$ cat config.mk
export PLATFORM = sky130hd
export DESIGN_NAME = aem_entry_matcher
export DESIGN_NICKNAME = d
export VERILOG_FILES = /design/src/aem_pkg.sv /design/src/aem_port_filter.sv /design/src/aem_entry_matcher.sv
export SDC_FILE = /design/constraint.sdc
export NUM_CORES = 1
export LEC_CHECK = 0
export ABC_AREA = 0
export BUFFER_PORTS_ARGS = -buffer_cell sky130_fd_sc_hd__buf_2
export CAP_MARGIN = 20
export CORE_AREA = 8 8 214 216
export DETAILED_ROUTE_END_ITERATION = 6
export DIE_AREA = 0 0 222 224
export MAX_ROUTING_LAYER = met4
export PLACE_DENSITY = 0.33
export SETUP_SLACK_MARGIN = 0.3
export SLEW_MARGIN = 5
export SYNTH_ARGS = -nofsm -noshare
export SYNTH_HDL_FRONTEND = slang
export SYNTH_HIERARCHICAL = 1
export SYNTH_SLANG_ARGS = --single-unit
$ cat constraint.sdc
create_clock -name ref_clk -period 2.7 [get_ports ref_clk]
set_input_delay 0.27 -clock ref_clk [delete_from_list [all_inputs] [get_ports ref_clk]]
set_output_delay 0.27 -clock ref_clk [all_outputs]
set_load 0.005 [all_outputs]
$ cat src/aem_pkg.sv
/*
 * Shared constants, types and helper function for the access control
 * entry matcher: setting encodings and the ARP field values it tests.
 * Assumes a single synchronous clock domain for every user.
 */
package aem_pkg;

    // Frame classes the parser reports and an entry is built for
    typedef enum logic [1:0] {CLS_ARP, CLS_ICMP, CLS_L4} aem_class_t;

    // Three-way check: 0 excludes, 1 requires, any ignores
    typedef enum logic [1:0] {TRI_ZERO, TRI_ONE, TRI_ANY} aem_tri_t;

    // IP address filter settings
    typedef enum logic [1:0] {IPF_ANY, IPF_HOST, IPF_NETWORK} aem_ipf_t;

    // Two-way value filter settings
    typedef enum logic {VAL_ANY, VAL_SPECIFIC} aem_val_t;

    // Port filter settings
    typedef enum logic [1:0] {PORT_ANY, PORT_SPECIFIC, PORT_RANGE}
        aem_port_t;

    // Field widths
    localparam int IP_W   = 32;
    localparam int MAC_W  = 48;
    localparam int PORT_W = 16;

    // ARP field values the length and space checks look for
    localparam logic [7:0]  HLN_ETHERNET = 8'h06;
    localparam logic [7:0]  PLN_IPV4     = 8'h04;
    localparam logic [15:0] HRD_ETHERNET = 16'h0001;
    localparam logic [15:0] PRO_IPV4     = 16'h0800;

    // Cycles from an accepted frame to its verdict
    localparam int VERDICT_LAT = 1;

    // Apply a three-way setting to a condition
    function automatic logic tri_pass(input aem_tri_t sel,
                                      input logic     cond);
        logic res;
        res = 1'b1;
        unique case (sel)
            TRI_ZERO: res = !cond;
            TRI_ONE:  res = cond;
            TRI_ANY:  res = 1'b1;
            default:  res = 1'b0;
        endcase
        return res;
    endfunction : tri_pass

endpackage : aem_pkg

$ cat src/aem_port_filter.sv
/*
 * One TCP/UDP port criterion: any, a single value, or an inclusive
 * range. Purely combinational; the caller registers the verdict.
 * Assumes inputs are stable in the cycle the caller samples pass.
 */
module aem_port_filter #(
    parameter int WIDTH = 16
) (
    input  wire aem_pkg::aem_port_t mode,
    input  wire logic [WIDTH-1:0]   value,
    input  wire logic [WIDTH-1:0]   lower,
    input  wire logic [WIDTH-1:0]   upper,
    input  wire logic [WIDTH-1:0]   port,
    output logic                    pass
);

    ////////////////////////////////////////////////////////////////////
    // Compare the frame port; an inverted range never passes
    always_comb
    begin
        pass = 1'b0;
        unique case (mode)
            aem_pkg::PORT_ANY:      pass = 1'b1;
            aem_pkg::PORT_SPECIFIC: pass = (port == value);
            aem_pkg::PORT_RANGE:    pass = (port >= lower) &&
                                           (port <= upper);
            default:                pass = 1'b0; // Unused code 3
        endcase
    end

endmodule : aem_port_filter

$ cat src/aem_entry_matcher.sv
/*
 * Access control entry matcher for ARP/RARP, ICMP and TCP/UDP frames.
 * The entry's settings are plain level ports; the parser presents one
 * decoded header per frm_valid pulse and the verdict appears on the
 * next edge as a one-cycle match_valid with match_hit beside it.
 * Assumes the parser runs on ref_clk, so no input is synchronised,
 * and that settings are held steady while frames are classified.
 */

// Notes on behaviour
// - With sender filter host, the sender address must equal the set one.
// - With sender filter network, sender address agrees under the mask.
// - With target filter any, the target address is not looked at.
// - With target filter host, the target address must equal the set one.
// - With target filter network, target address agrees under its mask.
// - ARP sender-MAC check: 0 wants SHA differ, 1 equal, any ignores.
// - RARP target-MAC check: 0 wants THA differ, 1 equal, any ignores.
// - Length check: 1 wants HLN 6 and PLN 4, 0 excludes only that pair together, any off.
// - Hardware-space check: 1 wants type 1, 0 excludes it, any off.
// - Protocol-space check: 1 wants 0x800, 0 excludes it, any off.
// - ICMP type filter any or specific; specific wants an equal type.
// - ICMP code filter any or specific; specific wants an equal code.
// - Source port filter is any, specific or range.
// - Specific source port must equal the set 16-bit value.
// - Range source port must lie within the set bounds inclusive.
// - Destination port filter works the same as the source filter.
module aem_entry_matcher (
    input  wire logic                       ref_clk,
    input  wire logic                       rstn,
    // Entry settings
    input  wire aem_pkg::aem_class_t        entry_class,
    input  wire aem_pkg::aem_ipf_t          sender_ip_criterion,
    input  wire logic [31:0]                sender_ip_addr,
    input  wire logic [31:0]                sender_ip_mask,
    input  wire aem_pkg::aem_ipf_t          target_ip_criterion,
    input  wire logic [31:0]                target_ip_addr,
    input  wire logic [31:0]                target_ip_mask,
    input  wire aem_pkg::aem_tri_t          arp_frame_source_mac_chk,
    input  wire aem_pkg::aem_tri_t          rarp_frame_source_mac_chk,
    input  wire aem_pkg::aem_tri_t          len_chk,
    input  wire aem_pkg::aem_tri_t          hrd_chk,
    input  wire aem_pkg::aem_tri_t          pro_chk,
    input  wire aem_pkg::aem_val_t          icmp_type_mode,
    input  wire logic [7:0]                 icmp_type_val,
    input  wire aem_pkg::aem_val_t          icmp_code_mode,
    input  wire logic [7:0]                 icmp_code_val,
    input  wire aem_pkg::aem_port_t         src_port_mode,
    input  wire logic [15:0]                src_port_val,
    input  wire logic [15:0]                src_port_lo,
    input  wire logic [15:0]                src_port_hi,
    input  wire aem_pkg::aem_port_t         dst_port_mode,
    input  wire logic [15:0]                dst_port_val,
    input  wire logic [15:0]                dst_port_lo,
    input  wire logic [15:0]                dst_port_hi,
    // Decoded frame from the parser
    input  wire logic                       frm_valid,
    input  wire aem_pkg::aem_class_t        frm_class,
    input  wire logic                       frm_is_rarp,
    input  wire logic [47:0]                frame_source_mac,
    input  wire logic [47:0]                frm_sha,
    input  wire logic [47:0]                frm_tha,
    input  wire logic [31:0]                frm_spa,
    input  wire logic [31:0]                frm_tpa,
    input  wire logic [7:0]                 frm_hln,
    input  wire logic [7:0]                 frm_pln,
    input  wire logic [15:0]                frm_hrd,
    input  wire logic [15:0]                frm_pro,
    input  wire logic [7:0]                 frm_icmp_type,
    input  wire logic [7:0]                 frm_icmp_code,
    input  wire logic [15:0]                frm_src_port,
    input  wire logic [15:0]                frm_dst_port,
    // Verdict
    output logic                            match_valid,
    output logic                            match_hit
);

    ////////////////////////////////////////////////////////////////////
    // Criterion verdicts
    logic sender_ok;
    logic target_ok;
    logic arp_frame_source_mac_ok;
    logic rarp_frame_source_mac_ok;
    logic len_ok;
    logic hrd_ok;
    logic pro_ok;
    logic icmp_type_ok;
    logic icmp_code_ok;
    logic src_ok;
    logic dst_ok;
    logic arp_ok;
    logic icmp_ok;
    logic l4_ok;
    logic next_hit;

    ////////////////////////////////////////////////////////////////////
    // Sender protocol address filter
    always_comb
    begin
        sender_ok = 1'b1;
        unique case (sender_ip_criterion)
            aem_pkg::IPF_ANY:     sender_ok = 1'b1;
            aem_pkg::IPF_HOST:    sender_ok =
                (frm_spa == sender_ip_addr);
            aem_pkg::IPF_NETWORK: sender_ok =
                ((frm_spa ^ sender_ip_addr) & sender_ip_mask) == '0;
            default:              sender_ok = 1'b0; // Unused code 3
        endcase
    end

    // Target protocol address filter; any never reads frm_tpa
    always_comb
    begin
        target_ok = 1'b1;
        unique case (target_ip_criterion)
            aem_pkg::IPF_ANY:     target_ok = 1'b1;
            aem_pkg::IPF_HOST:    target_ok =
                (frm_tpa == target_ip_addr);
            aem_pkg::IPF_NETWORK: target_ok =
                ((frm_tpa ^ target_ip_addr) & target_ip_mask) == '0;
            default:              target_ok = 1'b0;
        endcase
    end

    ////////////////////////////////////////////////////////////////////
    // Hardware-address checks; each applies only to its own opcode
    // family so an ARP setting cannot reject a RARP frame and back
    assign arp_frame_source_mac_ok  = frm_is_rarp ||
        aem_pkg::tri_pass(arp_frame_source_mac_chk, frm_sha == frame_source_mac);
    assign rarp_frame_source_mac_ok = !frm_is_rarp ||
        aem_pkg::tri_pass(rarp_frame_source_mac_chk, frm_tha == frame_source_mac);

    // Length and address-space checks
    assign len_ok = aem_pkg::tri_pass(len_chk,
        (frm_hln == aem_pkg::HLN_ETHERNET) &&
        (frm_pln == aem_pkg::PLN_IPV4));
    assign hrd_ok = aem_pkg::tri_pass(hrd_chk,
        frm_hrd == aem_pkg::HRD_ETHERNET);
    assign pro_ok = aem_pkg::tri_pass(pro_chk,
        frm_pro == aem_pkg::PRO_IPV4);

    ////////////////////////////////////////////////////////////////////
    // ICMP type and code filters
    assign icmp_type_ok = (icmp_type_mode == aem_pkg::VAL_ANY) ||
                          (frm_icmp_type == icmp_type_val);
    assign icmp_code_ok = (icmp_code_mode == aem_pkg::VAL_ANY) ||
                          (frm_icmp_code == icmp_code_val);

    ////////////////////////////////////////////////////////////////////
    // Source and destination port filters share one implementation
    aem_port_filter #(
        .WIDTH (aem_pkg::PORT_W)
    ) u_src_filter (
        .mode  (src_port_mode),
        .value (src_port_val),
        .lower (src_port_lo),
        .upper (src_port_hi),
        .port  (frm_src_port),
        .pass  (src_ok)
    );

    aem_port_filter #(
        .WIDTH (aem_pkg::PORT_W)
    ) u_dst_filter (
        .mode  (dst_port_mode),
        .value (dst_port_val),
        .lower (dst_port_lo),
        .upper (dst_port_hi),
        .port  (frm_dst_port),
        .pass  (dst_ok)
    );

    ////////////////////////////////////////////////////////////////////
    // Combine: the frame class must match the entry, then every
    // criterion of that class must pass
    assign arp_ok  = sender_ok && target_ok && arp_frame_source_mac_ok &&
                     rarp_frame_source_mac_ok && len_ok && hrd_ok && pro_ok;
    assign icmp_ok = icmp_type_ok && icmp_code_ok;
    assign l4_ok   = src_ok && dst_ok;

    always_comb
    begin
        next_hit = 1'b0;
        if (frm_class == entry_class)
        begin
            unique case (entry_class)
                aem_pkg::CLS_ARP:  next_hit = arp_ok;
                aem_pkg::CLS_ICMP: next_hit = icmp_ok;
                aem_pkg::CLS_L4:   next_hit = l4_ok;
                default:           next_hit = 1'b0;
            endcase
        end
    end

    ////////////////////////////////////////////////////////////////////
    // Verdict register; hit is cleared between frames so a stale
    // result cannot be mistaken for a new one
    always_ff @(posedge ref_clk)
    begin
        if (!rstn)
        begin
            match_valid <= 1'b0;
            match_hit   <= 1'b0;
        end
        else
        begin
            match_valid <= frm_valid;
            match_hit   <= frm_valid && next_hit;
        end
    end
endmodule : aem_entry_matcher

### Word level (Yosys, flattened, before mapping)

Cells that the tools add are included.

| word-level totals | value |
|---|---|
| flip-flop bits (word level) | 2 |
| input port bits | 572 |
| output and inout bits | 2 |
| word-level logic and storage cells | 90 |

| operators by class | value |
|---|---|
| $lt $le $gt $ge | 4 |
| eq/ne operators | 33 |
| muxes and demuxes | 11 |
| bitwise logic cells | 6 |
| reduce and logical (&&, ||, !) cells | 34 |

Operators by type and width:

| operator | count |
|---|---|
| $eq A48 B48 Y1 | 2 |
| $and A32 B32 Y32 | 2 |
| $eq A32 B32 Y1 | 2 |
| $logic_not A32 Y1 | 2 |
| $xor A32 B32 Y32 | 2 |
| $eq A16 B16 Y1 | 2 |
| $ge A16 B16 Y1 | 2 |
| $le A16 B16 Y1 | 2 |
| $pmux W1 S3 | 10 |
| $eq A2 B1 Y1 const B | 10 |
| $eq A2 B2 Y1 const B | 10 |
| $logic_not A2 Y1 | 10 |
| $eq A16 B1 Y1 const B | 1 |
| $eq A16 B12 Y1 const B | 1 |
| $eq A8 B3 Y1 const B | 2 |
| $eq A8 B8 Y1 | 2 |
| $logic_and A1 B1 Y1 | 12 |
| $logic_not A1 Y1 | 6 |
| $logic_or A1 B1 Y1 | 4 |
| $eq A2 B2 Y1 | 1 |
| $not A1 Y1 | 2 |
| $mux W1 | 1 |

### Logic depth before layout (Yosys ltp)

Gate-level depths: netlist (run 1).

| depth | value |
|---|---|
| word-level depth | 13 |
| depth in mapped cells | 10 |
| depth with buffers taken out | 10 |

### By module

The synthesis (run 1) kept the hierarchy.

Modules (own cells, without submodules):

| module | times used | cells an instance | area each (µm²) | sequential area each (µm²) |
|---|---|---|---|---|
| aem_entry_matcher | 1 | 338 | 2,637.5 | 40.0 |
| aem_port_filter | 2 | 128 | 979.7 | 0.0 |

### Worst setup path before layout (run 1)

No wires, ideal clock.

| timing path | value |
|---|---|
| path type | input-to-reg |
| from | input port src_port_hi[14] |
| to | register match_hit |
| library setup time | 58 ps |
| data arrival time | 1,917 ps |
| required time | 2,642 ps |
| path slack | 724 ps |
| cell stages on the path | 10 |
| buffers on the path | 0 |
| path through | inv_1 > ha_1 > a21oi_2 > nand2_1 > a221o_1 > o311a_1 > a211oi_2 > nand4b_1 > a21oi_1 > a31o_1 |

| on the way | value |
|---|---|
| longest elaborated chain between the ends | 7 |

RTL lines:

| item | line | text |
|---|---|---|
| start, declared | aem_entry_matcher.sv:50 | `input wire logic [15:0] src_port_hi,` |
| $le A16 B16 Y1 | aem_port_filter.sv:26 | `(port <= upper);` |
| $logic_and A1 B1 Y1 | aem_port_filter.sv:25 | `aem_pkg::PORT_RANGE: pass = (port >= lower) &&` |
| $pmux W1 S3 | aem_port_filter.sv:22 | `unique case (mode)` |
| named net src_ok | aem_entry_matcher.sv:88 | `logic src_ok;` |
| $logic_and A1 B1 Y1 | aem_entry_matcher.sv:178 | `assign l4_ok = src_ok && dst_ok;` |
| $pmux W1 S3 | aem_entry_matcher.sv:185 | `unique case (entry_class)` |
| $mux W1 | aem_entry_matcher.sv:183 | `if (frm_class == entry_class)` |
| $logic_and A1 B1 Y1 | aem_entry_matcher.sv:207 | `match_hit <= frm_valid && next_hit;` |
| end signal, assigned | aem_entry_matcher.sv:207 |  |
| end, declared | aem_entry_matcher.sv:74 | `output logic match_hit` |

The timed path passes the listed nets, and every way through them passes these cells.
A chain may end at the register's enable or synchronous reset.

### Worst setup path after layout (run 1)

| timing path | value |
|---|---|
| from | input port frm_dst_port[12] |
| to | register match_hit |

| on the way | value |
|---|---|
| longest elaborated chain between the ends | 7 |
| elaborated cells on any way between the ends | 9 |
| those cells by class | order compare: 2; eq/ne: 1; mux: 3; reduce/logical: 3 |

RTL lines:

| item | line | text |
|---|---|---|
| start, declared | aem_entry_matcher.sv:71 | `input wire logic [15:0] frm_dst_port,` |
| $ge A16 B16 Y1 / $le A16 B16 Y1 (equally long branches) | aem_port_filter.sv:25, aem_port_filter.sv:26 |  |
| $logic_and A1 B1 Y1 | aem_port_filter.sv:25 |  |
| $pmux W1 S3 (*) | aem_port_filter.sv:22 |  |
| named net dst_ok | aem_entry_matcher.sv:89 | `logic dst_ok;` |
| $logic_and A1 B1 Y1 (*) | aem_entry_matcher.sv:178 |  |
| $pmux W1 S3 (*) | aem_entry_matcher.sv:185 |  |
| $mux W1 (*) | aem_entry_matcher.sv:183 |  |
| $logic_and A1 B1 Y1 (*) | aem_entry_matcher.sv:207 |  |

The timed path passes the listed nets; every way through them passes the cells marked *.

==> results.toml, run 1 <==
[logic_synthesis]
synth-simple-area-share_pct = 20.6
seq_area_frac_synth_pct = 0.871
syn_nets = 1230
yosysTopAreaCell = "xor2_1"
synthTopCellsByArea = "xor2_1 28%, ha_1 17%, xnor2_1 12%"
synth_mux_area_share_pct = 0.218
synth_edf_count = 0
ys.flop_type = "dfxtp_1"
synth_compound_area_share_pct = 15.7
synth-async-reset-ratio_pct = 0
synth_xor_xnor_area_share_pct = 39.2
syn_avg_cell_area_sq_um = 7.74
yosysWarnings = 6
syn_inst = 594
synth_cell_types = 51
synth_top_family_by_area = "XOR/XNOR gates"
netlist.area_leader.share_pct = 27.6
syn_area_sq_um = 4600
ys_ff_latch = 2
synth_fa_ha_area_share_pct = 17.4

[final_layout]
fill_cells = 4927
final_cell_area_sq_um = 8410
nets = 1814
stdcell_count = 1728
areaGrowthSynthToFinish_pct = 82.9
post-route-util_pct = 19.8
drive_gt1_share_pct = 51.2

[drt]
num_vias = 6686
drc = 0
vias_per_cell = 3.87
postRouteAntennaNets = 0
drt-total-wl_mm = 34.4
drt_iter0_drc = 220
firstDrtPassIters = 4
routedWlPerCell_um = 19.9

[placement]
post-place-cells = 1717
numPortBuffers = 573
dpl_cell_area_sq_um = 8180
place_congestion = 0.868
hpwl_mm = 33.3

[clock_network]
htreeDepth = 1
cts_root_buf = "clkbuf_16"
numCtsBuffers = 3
cts_tree = "built"
cts.sinks = 2
clk_pin_slew_ps = 30
cts.path.max_buffers = 2
hold_buffers = 0

[power]
p_clk_share_pct = 15.2
p_comb_share_pct = 82.6
p_leak_nw = 4.39
peakVddDrop_v = 0.0000799
finalPower_w = 0.00146
switching_power_w = 0.000617
power_density_nw_per_um2 = 173
sequentialPowerShare_pct = 2.1
intPower_w = 0.000839
sw_frac_of_total_pct = 42.4

[sta]
worstMarginPinSlew_ps = 638
clock.fmax_mhz = 444
rsz0062_at_grt = "false"
timing.final.crit_period_ps = 2250
setup_violations = 0
hold_violations = 0
maxSlewViolCount = 0
min_period_over_period_pct = 83.4
maxSlewHeadroom_pct = 57.1
setup_tns_ps = 0

[worst_setup_path]
crit_fanout = 4
cp_slowest_cell = "o311a_1"
end_kind = "flip-flop"
critPathMaxStageDelay_ps = 370
crit_required_ps = 2860
startpoint_type = "input port"
worstPathArrival_ps = 2420
worstSetupPathType = "in -> reg"
path_cells = "buf_2, ha_1, nand4_1, nor2_1, a221o_1, o311a_1, a211oi_4, nand4b_1, a21oi_2, a31o_1"

[worst_hold_path]
worstHoldStart = "frm_valid"
worstHoldPathType = "in -> reg"
worstHoldPathCells = 2
min_to = "match_valid$_SDFF_PN0_"

[global_route]
grt_max_degree = 6
overflow = 0
grt_pass1_vias = 7761
grt_pass1_wl_mm = 48.9
antenna_found_initial = 7
grtUsageTotal_pct = 13.4

[die]
coreArea_sq_um = 42500
die_h_um = 224
die-width_um = 222
start_util_pct = 10.8
dieArea_sq_um = 49700
num_rows = 76
ios = 574

[run_status]
status = "completed"

[run]
max_cap_violations = 0
-- repair_timing --
action                                  CTS  global route
endpoints found under the setup margin    1             1
pin swaps                                 1             9
gates resized for setup                   3            12
buffers inserted                          0             2
cloned                                    0             0
-- synthesized netlist by cell type, types with 2 or more instances --
cell,number
xor2_1,145
inv_1,73
ha_1,64
xnor2_1,61
nor4_1,41
nand4_1,38
a21oi_1,20
nor2_1,11
a221oi_1,10
a22oi_1,10
nor3_1,9
a21o_1,8
a22o_1,8
nand2_1,8
nand3_1,8
nor2b_1,7
o21ai_0,6
nand2b_1,5
a2111oi_0,4
and2_1,3
nand4b_1,3
nor4b_1,3
o2111ai_1,3
o22ai_1,3
or4_1,3
a211oi_2,2
a21oi_2,2
a221o_1,2
a222oi_1,2
a2bb2oi_1,2
and3b_1,2
and4_1,2
dfxtp_1,2
nor4_2,2
nor4bb_1,2
o211ai_1,2
o311a_1,2
o31a_1,2
o31ai_1,2
-- stage by stage --
step           worst slack (ps)  hold WS (ps)
2_1_floorplan               724           411
3_3_place_gp               54.9           673
3_5_place_dp              -2.31           669
4_1_cts                     347           441
5_1_grt                     302           435
6_report                    449           400
-- sequential cells by signal, summed over array words and instances, names as in the netlist --
name         count
match_hit        1
match_valid      1
-- layer usage --
metal	part of all wire, %	global-route usage (%)	vias to the layer above
met5	0	-	-
met1	38	14.0	2974
met3	7.1	3.17	26
met2	53	25.6	335
li1	-	-	3351
met4	1.7	2.69	0
-- worst max-delay path by stage --
stage	to	slack [ps]	from
global placement	match_hit$_SDFF_PN0_	50	frm_dst_port[7]
finish	match_hit$_SDFF_PN0_	450	frm_dst_port[12]
CTS	match_hit$_SDFF_PN0_	350	frm_dst_port[0]
floorplan	match_hit$_SDFF_PN0_	720	src_port_hi[14]
detailed placement	match_hit$_SDFF_PN0_	-2	frm_dst_port[7]
global route	match_hit$_SDFF_PN0_	300	frm_dst_port[12]
-- worst max-delay path, delay by kind of cell --
family                     cells  cell delay, ps
AOI/OAI and AO/OA              5            1330
adders and majority gates      1             280
buffers and inverters          1             150
and+or+nand+nor                3             380
-- power groups by stage --
| stage | registers [W] | logic (W) | clock network (W) |
|---|---|---|---|
| 3_5_place_dp | 0.0000316 | 0.00119 | 0 |
| 2_1_floorplan | 0.0000314 | 0.000492 | 0 |
| 4_1_cts | 0.0000312 | 0.00120 | 0.000225 |
| 5_1_grt | 0.0000313 | 0.00134 | 0.000227 |
| 6_report | 0.0000311 | 0.00120 | 0.000222 |
| 3_3_place_gp | 0.0000316 | 0.00119 | 0 |
-- area by class of cell --
cell class / instances / area [sq um] / share of cell area (%)
diodes: 6 / 15.0 / 0.179
clock buffers: 3 / 75.1 / 0.893
inverters: 73 / 274 / 3.26
multi-input cells: 519 / 4410 / 52.4
flip-flops and latches: 2 / 40.0 / 0.476
well taps: 546 / 683 / 8.13
repair buffers: 579 / 2910 / 34.6
-- layout by cell type, fill, tap and decap left out, types with 5 or more instances in the layout --
cell type	count
buf_4	6
nand3_1	8
a21oi_2	5
a21oi_1	17
diode_2	6
xor2_1	145
nand2b_1	5
ha_1	56
nor4_1	41
xnor2_1	61
buf_2	573
a22oi_1	10
o21ai_0	5
inv_1	73
ha_4	8
nor2_1	11
nand4_1	38
a221oi_1	10
nand2_1	8
nor3_1	9
a22o_1	8
nor2b_1	7
a21o_1	8
-- cell families after synthesis --
family / after synthesis
xor+xnor: 206
buf+inv: 73
fa+ha+maj: 64
compound gates: 96
mux: 1
flops: 2
simple gates: 152
Note: power is estimated with default switching activity, not from simulation.
==> inputs of run 2 (changes only) <==
==> constraint.sdc (replaced) <==
create_clock -name ref_clk -period 2.2 [get_ports ref_clk]
set_input_delay 0.22 -clock ref_clk [delete_from_list [all_inputs] [get_ports ref_clk]]
set_output_delay 0.22 -clock ref_clk [all_outputs]
set_load 0.005 [all_outputs]
==> results.toml, run 2 (same netlist as run 1, synthesis figures left out) <==
[run_status]
status = "completed"

[clock_network]
numCtsBuffers = 3
cts_tree = "built"
htreeDepth = 1
clk_pin_slew_ps = 30
cts.path.max_buffers = 2
cts_root_buf = "clkbuf_16"
postCtsSetupBuffers = 0
cts.sinks = 2

[final_layout]
stdcell_count = 1785
post-route-util_pct = 20.9
final_cell_mix = "568 x buf_2, 143 x xor2_1, 67 x inv_1"
fill_cells = 4918
drive_gt1_share_pct = 54.2
nets = 1862
areaGrowthSynthToFinish_pct = 93.2
reg_top3 = "match_hit x1, match_valid x1"
final_cell_area_sq_um = 8880
layout_commonest_cell = "buf_2"

[worst_setup_path]
worstSetupPathType = "in -> reg"
crit_fanout = 2
startpoint_type = "input port"
critPathMaxStageDelay_ps = 560
worst-path-buf-inv = 2
path_cells = "buf_2, xnor2_1, o221ai_1, or4_4, nor4_4, buf_4, xor2_1, nand2_1, a31o_1"
crit_required_ps = 2310
worstPathArrival_ps = 2130
cp_slowest_cell = "or4_4"
critPathTopFamily = "simple AND/OR/NAND/NOR gates"
end_kind = "flip-flop"

[global_route]
grt_pass1_vias = 7992
grtUsageTotal_pct = 14.2
grt_pass1_wl_mm = 51.3
antenna_found_initial = 22
grt_max_degree = 6
overflow = 0

[drt]
routedWlPerCell_um = 20.7
vias_per_cell = 3.89
num_vias = 6935
drt-total-wl_mm = 37.0
firstDrtPassIters = 4
drt_iter0_drc = 273
postRouteAntennaNets = 0
drc = 0

[die]
start_util_pct = 10.8
die_h_um = 224
num_rows = 76
ios = 574
dieArea_sq_um = 49700
die-width_um = 222
coreArea_sq_um = 42500

[power]
p_comb_share_pct = 83.7
sequentialPowerShare_pct = 2.0
peakVddDrop_v = 0.0000949
sw_frac_of_total_pct = 41.5
power_density_nw_per_um2 = 212
switching_power_w = 0.000782
finalPower_w = 0.00188
intPower_w = 0.00110
p_leak_nw = 4.66
p_clk_share_pct = 14.3

[sta]
timing.final.ws_setup_ps = 173
clock.fmax_mhz = 493
hold_violations = 0
rsz0062_at_grt = "true"
maxSlewViolCount = 0
timing.final.crit_period_ps = 2030
min_period_over_period_pct = 92.1
setup_violations = 0
worstMarginPinSlew_ps = 498
maxSlewHeadroom_pct = 65.9

[placement]
hpwl_mm = 35.8
preCtsSetupSlack_ps = -214
place_congestion = 0.880
numPortBuffers = 573
post-place-cells = 1767
dpl_cell_area_sq_um = 8580

[run]
max_cap_violations = 0

[worst_hold_path]
worstHoldPathType = "in -> reg"
## run 2: cell types whose count changed in the layout (fill, tap and decap cells not counted), sizes merged
cell   change
buf       +48
diode      +9
## run 2: power groups by stage
stage | clock network [W] | registers (W) | logic, W
2_1_floorplan | 0 | 0.0000385 | 0.000608
3_3_place_gp | 0 | 0.0000383 | 0.00156
3_5_place_dp | 0 | 0.0000383 | 0.00156
4_1_cts | 0.000273 | 0.0000379 | 0.00161
5_1_grt | 0.000279 | 0.0000379 | 0.00175
6_report | 0.000269 | 0.0000378 | 0.00158
## run 2: final timing paths
path | slack [ps] | cells after the start | endpoint | startpoint
max | 170 | 9 | match_hit$_SDFF_PN0_ | frame_source_mac[16]
min | 340 | 2 | match_valid$_SDFF_PN0_ | frm_valid
## run 2: final cells by class
| class | instances | area, sq um | share of cell area (%) |
|---|---|---|---|
| clock buffer | 3 | 75.1 | 0.845 |
| tap | 546 | 683 | 7.69 |
| multi-input combinational | 519 | 4470 | 50.3 |
| inverter | 73 | 274 | 3.09 |
| timing repair buffer | 627 | 3300 | 37.2 |
| antenna | 15 | 37.5 | 0.423 |
| sequential | 2 | 40.0 | 0.451 |
## run 2: metal layers
layer | vias up | track usage [%] | part of all wire [%]
met2 | 341 | 27.4 | 55
met1 | 3107 | 14.6 | 37
met3 | 32 | 2.76 | 5.8
met5 | - | - | 0
met4 | 0 | 3.85 | 2.2
li1 | 3455 | - | -
## run 2: timing repair
action                     CTS  global route
cloned                       0             0
hold buffers                 0             0
setup endpoints to repair    1             1
pin swaps                   15            13
resized for setup           24            10
## run 2: through the flow
step	setup TNS (ps)	hold WS (ps)
2_1_floorplan	0	361
3_3_place_gp	-255	603
4_1_cts	0	376
3_5_place_dp	-214	600
6_report	0	339
5_1_grt	0	383
==> inputs of run 3 (changes only) <==
--- a/config.mk
+++ b/config.mk
@@ -13,7 +13,9 @@
 export DIE_AREA = 0 0 222 224
 export MAX_ROUTING_LAYER = met4
 export PLACE_DENSITY = 0.33
+export REMOVE_ABC_BUFFERS = 1
 export SETUP_SLACK_MARGIN = 0.3
+export SKIP_LAST_GASP = 1
 export SLEW_MARGIN = 5
 export SYNTH_ARGS = -nofsm -noshare
 export SYNTH_HDL_FRONTEND = slang
==> results.toml, run 3 (same netlist as run 1, synthesis figures left out) <==
[die]
ios = 574
num_rows = 76
die-width_um = 222
coreArea_sq_um = 42500
die_h_um = 224
start_util_pct = 10.8
dieArea_sq_um = 49700

[sta]
timing.final.crit_period_ps = 2070
maxSlewViolCount = 0
hold_violations = 0
rsz0062_at_grt = "true"
maxSlewHeadroom_pct = 65.4
min_period_over_period_pct = 93.9
timing.final.ws_setup_ps = 135
worstMarginPinSlew_ps = 517
clock.fmax_mhz = 484
setup_violations = 0
hold_slack_ps = 280

[global_route]
grt_pass1_wl_mm = 49.2
grtUsageTotal_pct = 13.4
overflow = 0
antenna_found_initial = 12
grt_pass1_vias = 8009
grt_max_degree = 6

[worst_setup_path]
end_kind = "flip-flop"
startpoint_type = "input port"
crit_required_ps = 2360
crit_fanout = 1
crit_top_cell = "nand4_1"
critPathMaxStageDelay_ps = 360
cp_slowest_cell = "nor4_2"
worstPathArrival_ps = 2230
worstSetupPathType = "in -> reg"
path_cells = "buf_2, xnor2_2, nand4_1, nor4_1, nand4_1, nor4_2, buf_4, mux2i_4, buf_6, a31o_1"

[clock_network]
cts.path.max_buffers = 2
cts_tree = "built"
numCtsBuffers = 3
htreeDepth = 1
cts_root_buf = "clkbuf_16"
clk_pin_slew_ps = 30
cts.sinks = 2

[power]
p_leak_nw = 4.58
power_density_nw_per_um2 = 214
peakVddDrop_v = 0.000152
finalPower_w = 0.00188

[drt]
num_vias = 6813
drc = 0
drt_iter0_drc = 197
firstDrtPassIters = 4
vias_per_cell = 3.87
drt-total-wl_mm = 34.9
routedWlPerCell_um = 19.8
postRouteAntennaNets = 0

[final_layout]
stdcell_count = 1762
multi_input_area_sq_um = 4550
seq_area_sq_um = 40.0
reg_top3 = "match_hit x1, match_valid x1"
layout_commonest_cell = "buf_2"
final_cell_area_sq_um = 8810
nets = 1843
areaGrowthSynthToFinish_pct = 91.6
drive_gt1_share_pct = 54.1
fill_cells = 4871
final_cell_mix = "570 x buf_2, 145 x xor2_1, 69 x inv_1"

[placement]
post-place-cells = 1746
preCtsSetupSlack_ps = -288
hpwl_mm = 33.5
dpl_cell_area_sq_um = 8400
place_congestion = 0.888
numPortBuffers = 573

[worst_hold_path]
worstHoldPathType = "in -> reg"

[run_status]
status = "completed"

[run]
max_cap_violations = 0
[run 3: cell count changes in the layout (fill, tap and decap cells not counted), sizes merged]
cell / change
buf: -19
diode: -4
[run 3: report_power, final]
group / internal (W) / total [W] / switching (W)
Clock: 0.000231 / 0.000274 / 0.0000423
Combinational: 0.000822 / 0.00157 / 0.000748
Sequential: 0.0000376 / 0.0000399 / 0.00000228
[run 3: layer usage]
layer  vias up  share of wire, %  track usage (%)
met1      3036                38             13.8
met2       339                53             25.4
met3        26               6.5             3.34
met5         -                 0                -
li1       3412                 -                -
met4         0               1.9             3.31
[run 3: metrics by stage]
stage / TNS (ps) / util, %
3_5_place_dp: -288 / 19.8
6_report: 0 / 20.7
5_1_grt: 0 / 20.7
2_1_floorplan: 0 / -
4_1_cts: 0 / 20.1
3_3_place_gp: -243 / 19.8
[run 3: layout make-up]
cell class	instances	share of cell area [%]
Tap cell	546	7.75
Clock buffer	3	0.852
Sequential cell	2	0.454
Inverter	73	3.14
Multi-Input combinational cell	519	51.7
Timing Repair Buffer	608	35.8
Antenna cell	11	0.312
[run 3: path summary, 6_finish.rpt]
kind   startpoint                      to  slack [ps]  cells past startpoint
max   frm_sha[14]    match_hit$_SDFF_PN0_         130                     10
min     frm_valid  match_valid$_SDFF_PN0_         280                      2
[run 3: what timing repair did]
item	4_1_cts	5_1_grt
hold endpoints to repair	0	0
pin swaps	7	22
resized for setup	11	37
setup buffers	0	2
hold buffers	0	0
setup endpoints to repair	1	1
[run 3: critical path: cells and delay by family]
kind / cells / cell delay [ps]
AOI/OAI and AO/OA: 1 / 130
xor gates and xnor gates: 1 / 190
buffers and inverters: 3 / 430
muxes: 1 / 250
and+or+nand+nor: 4 / 1010
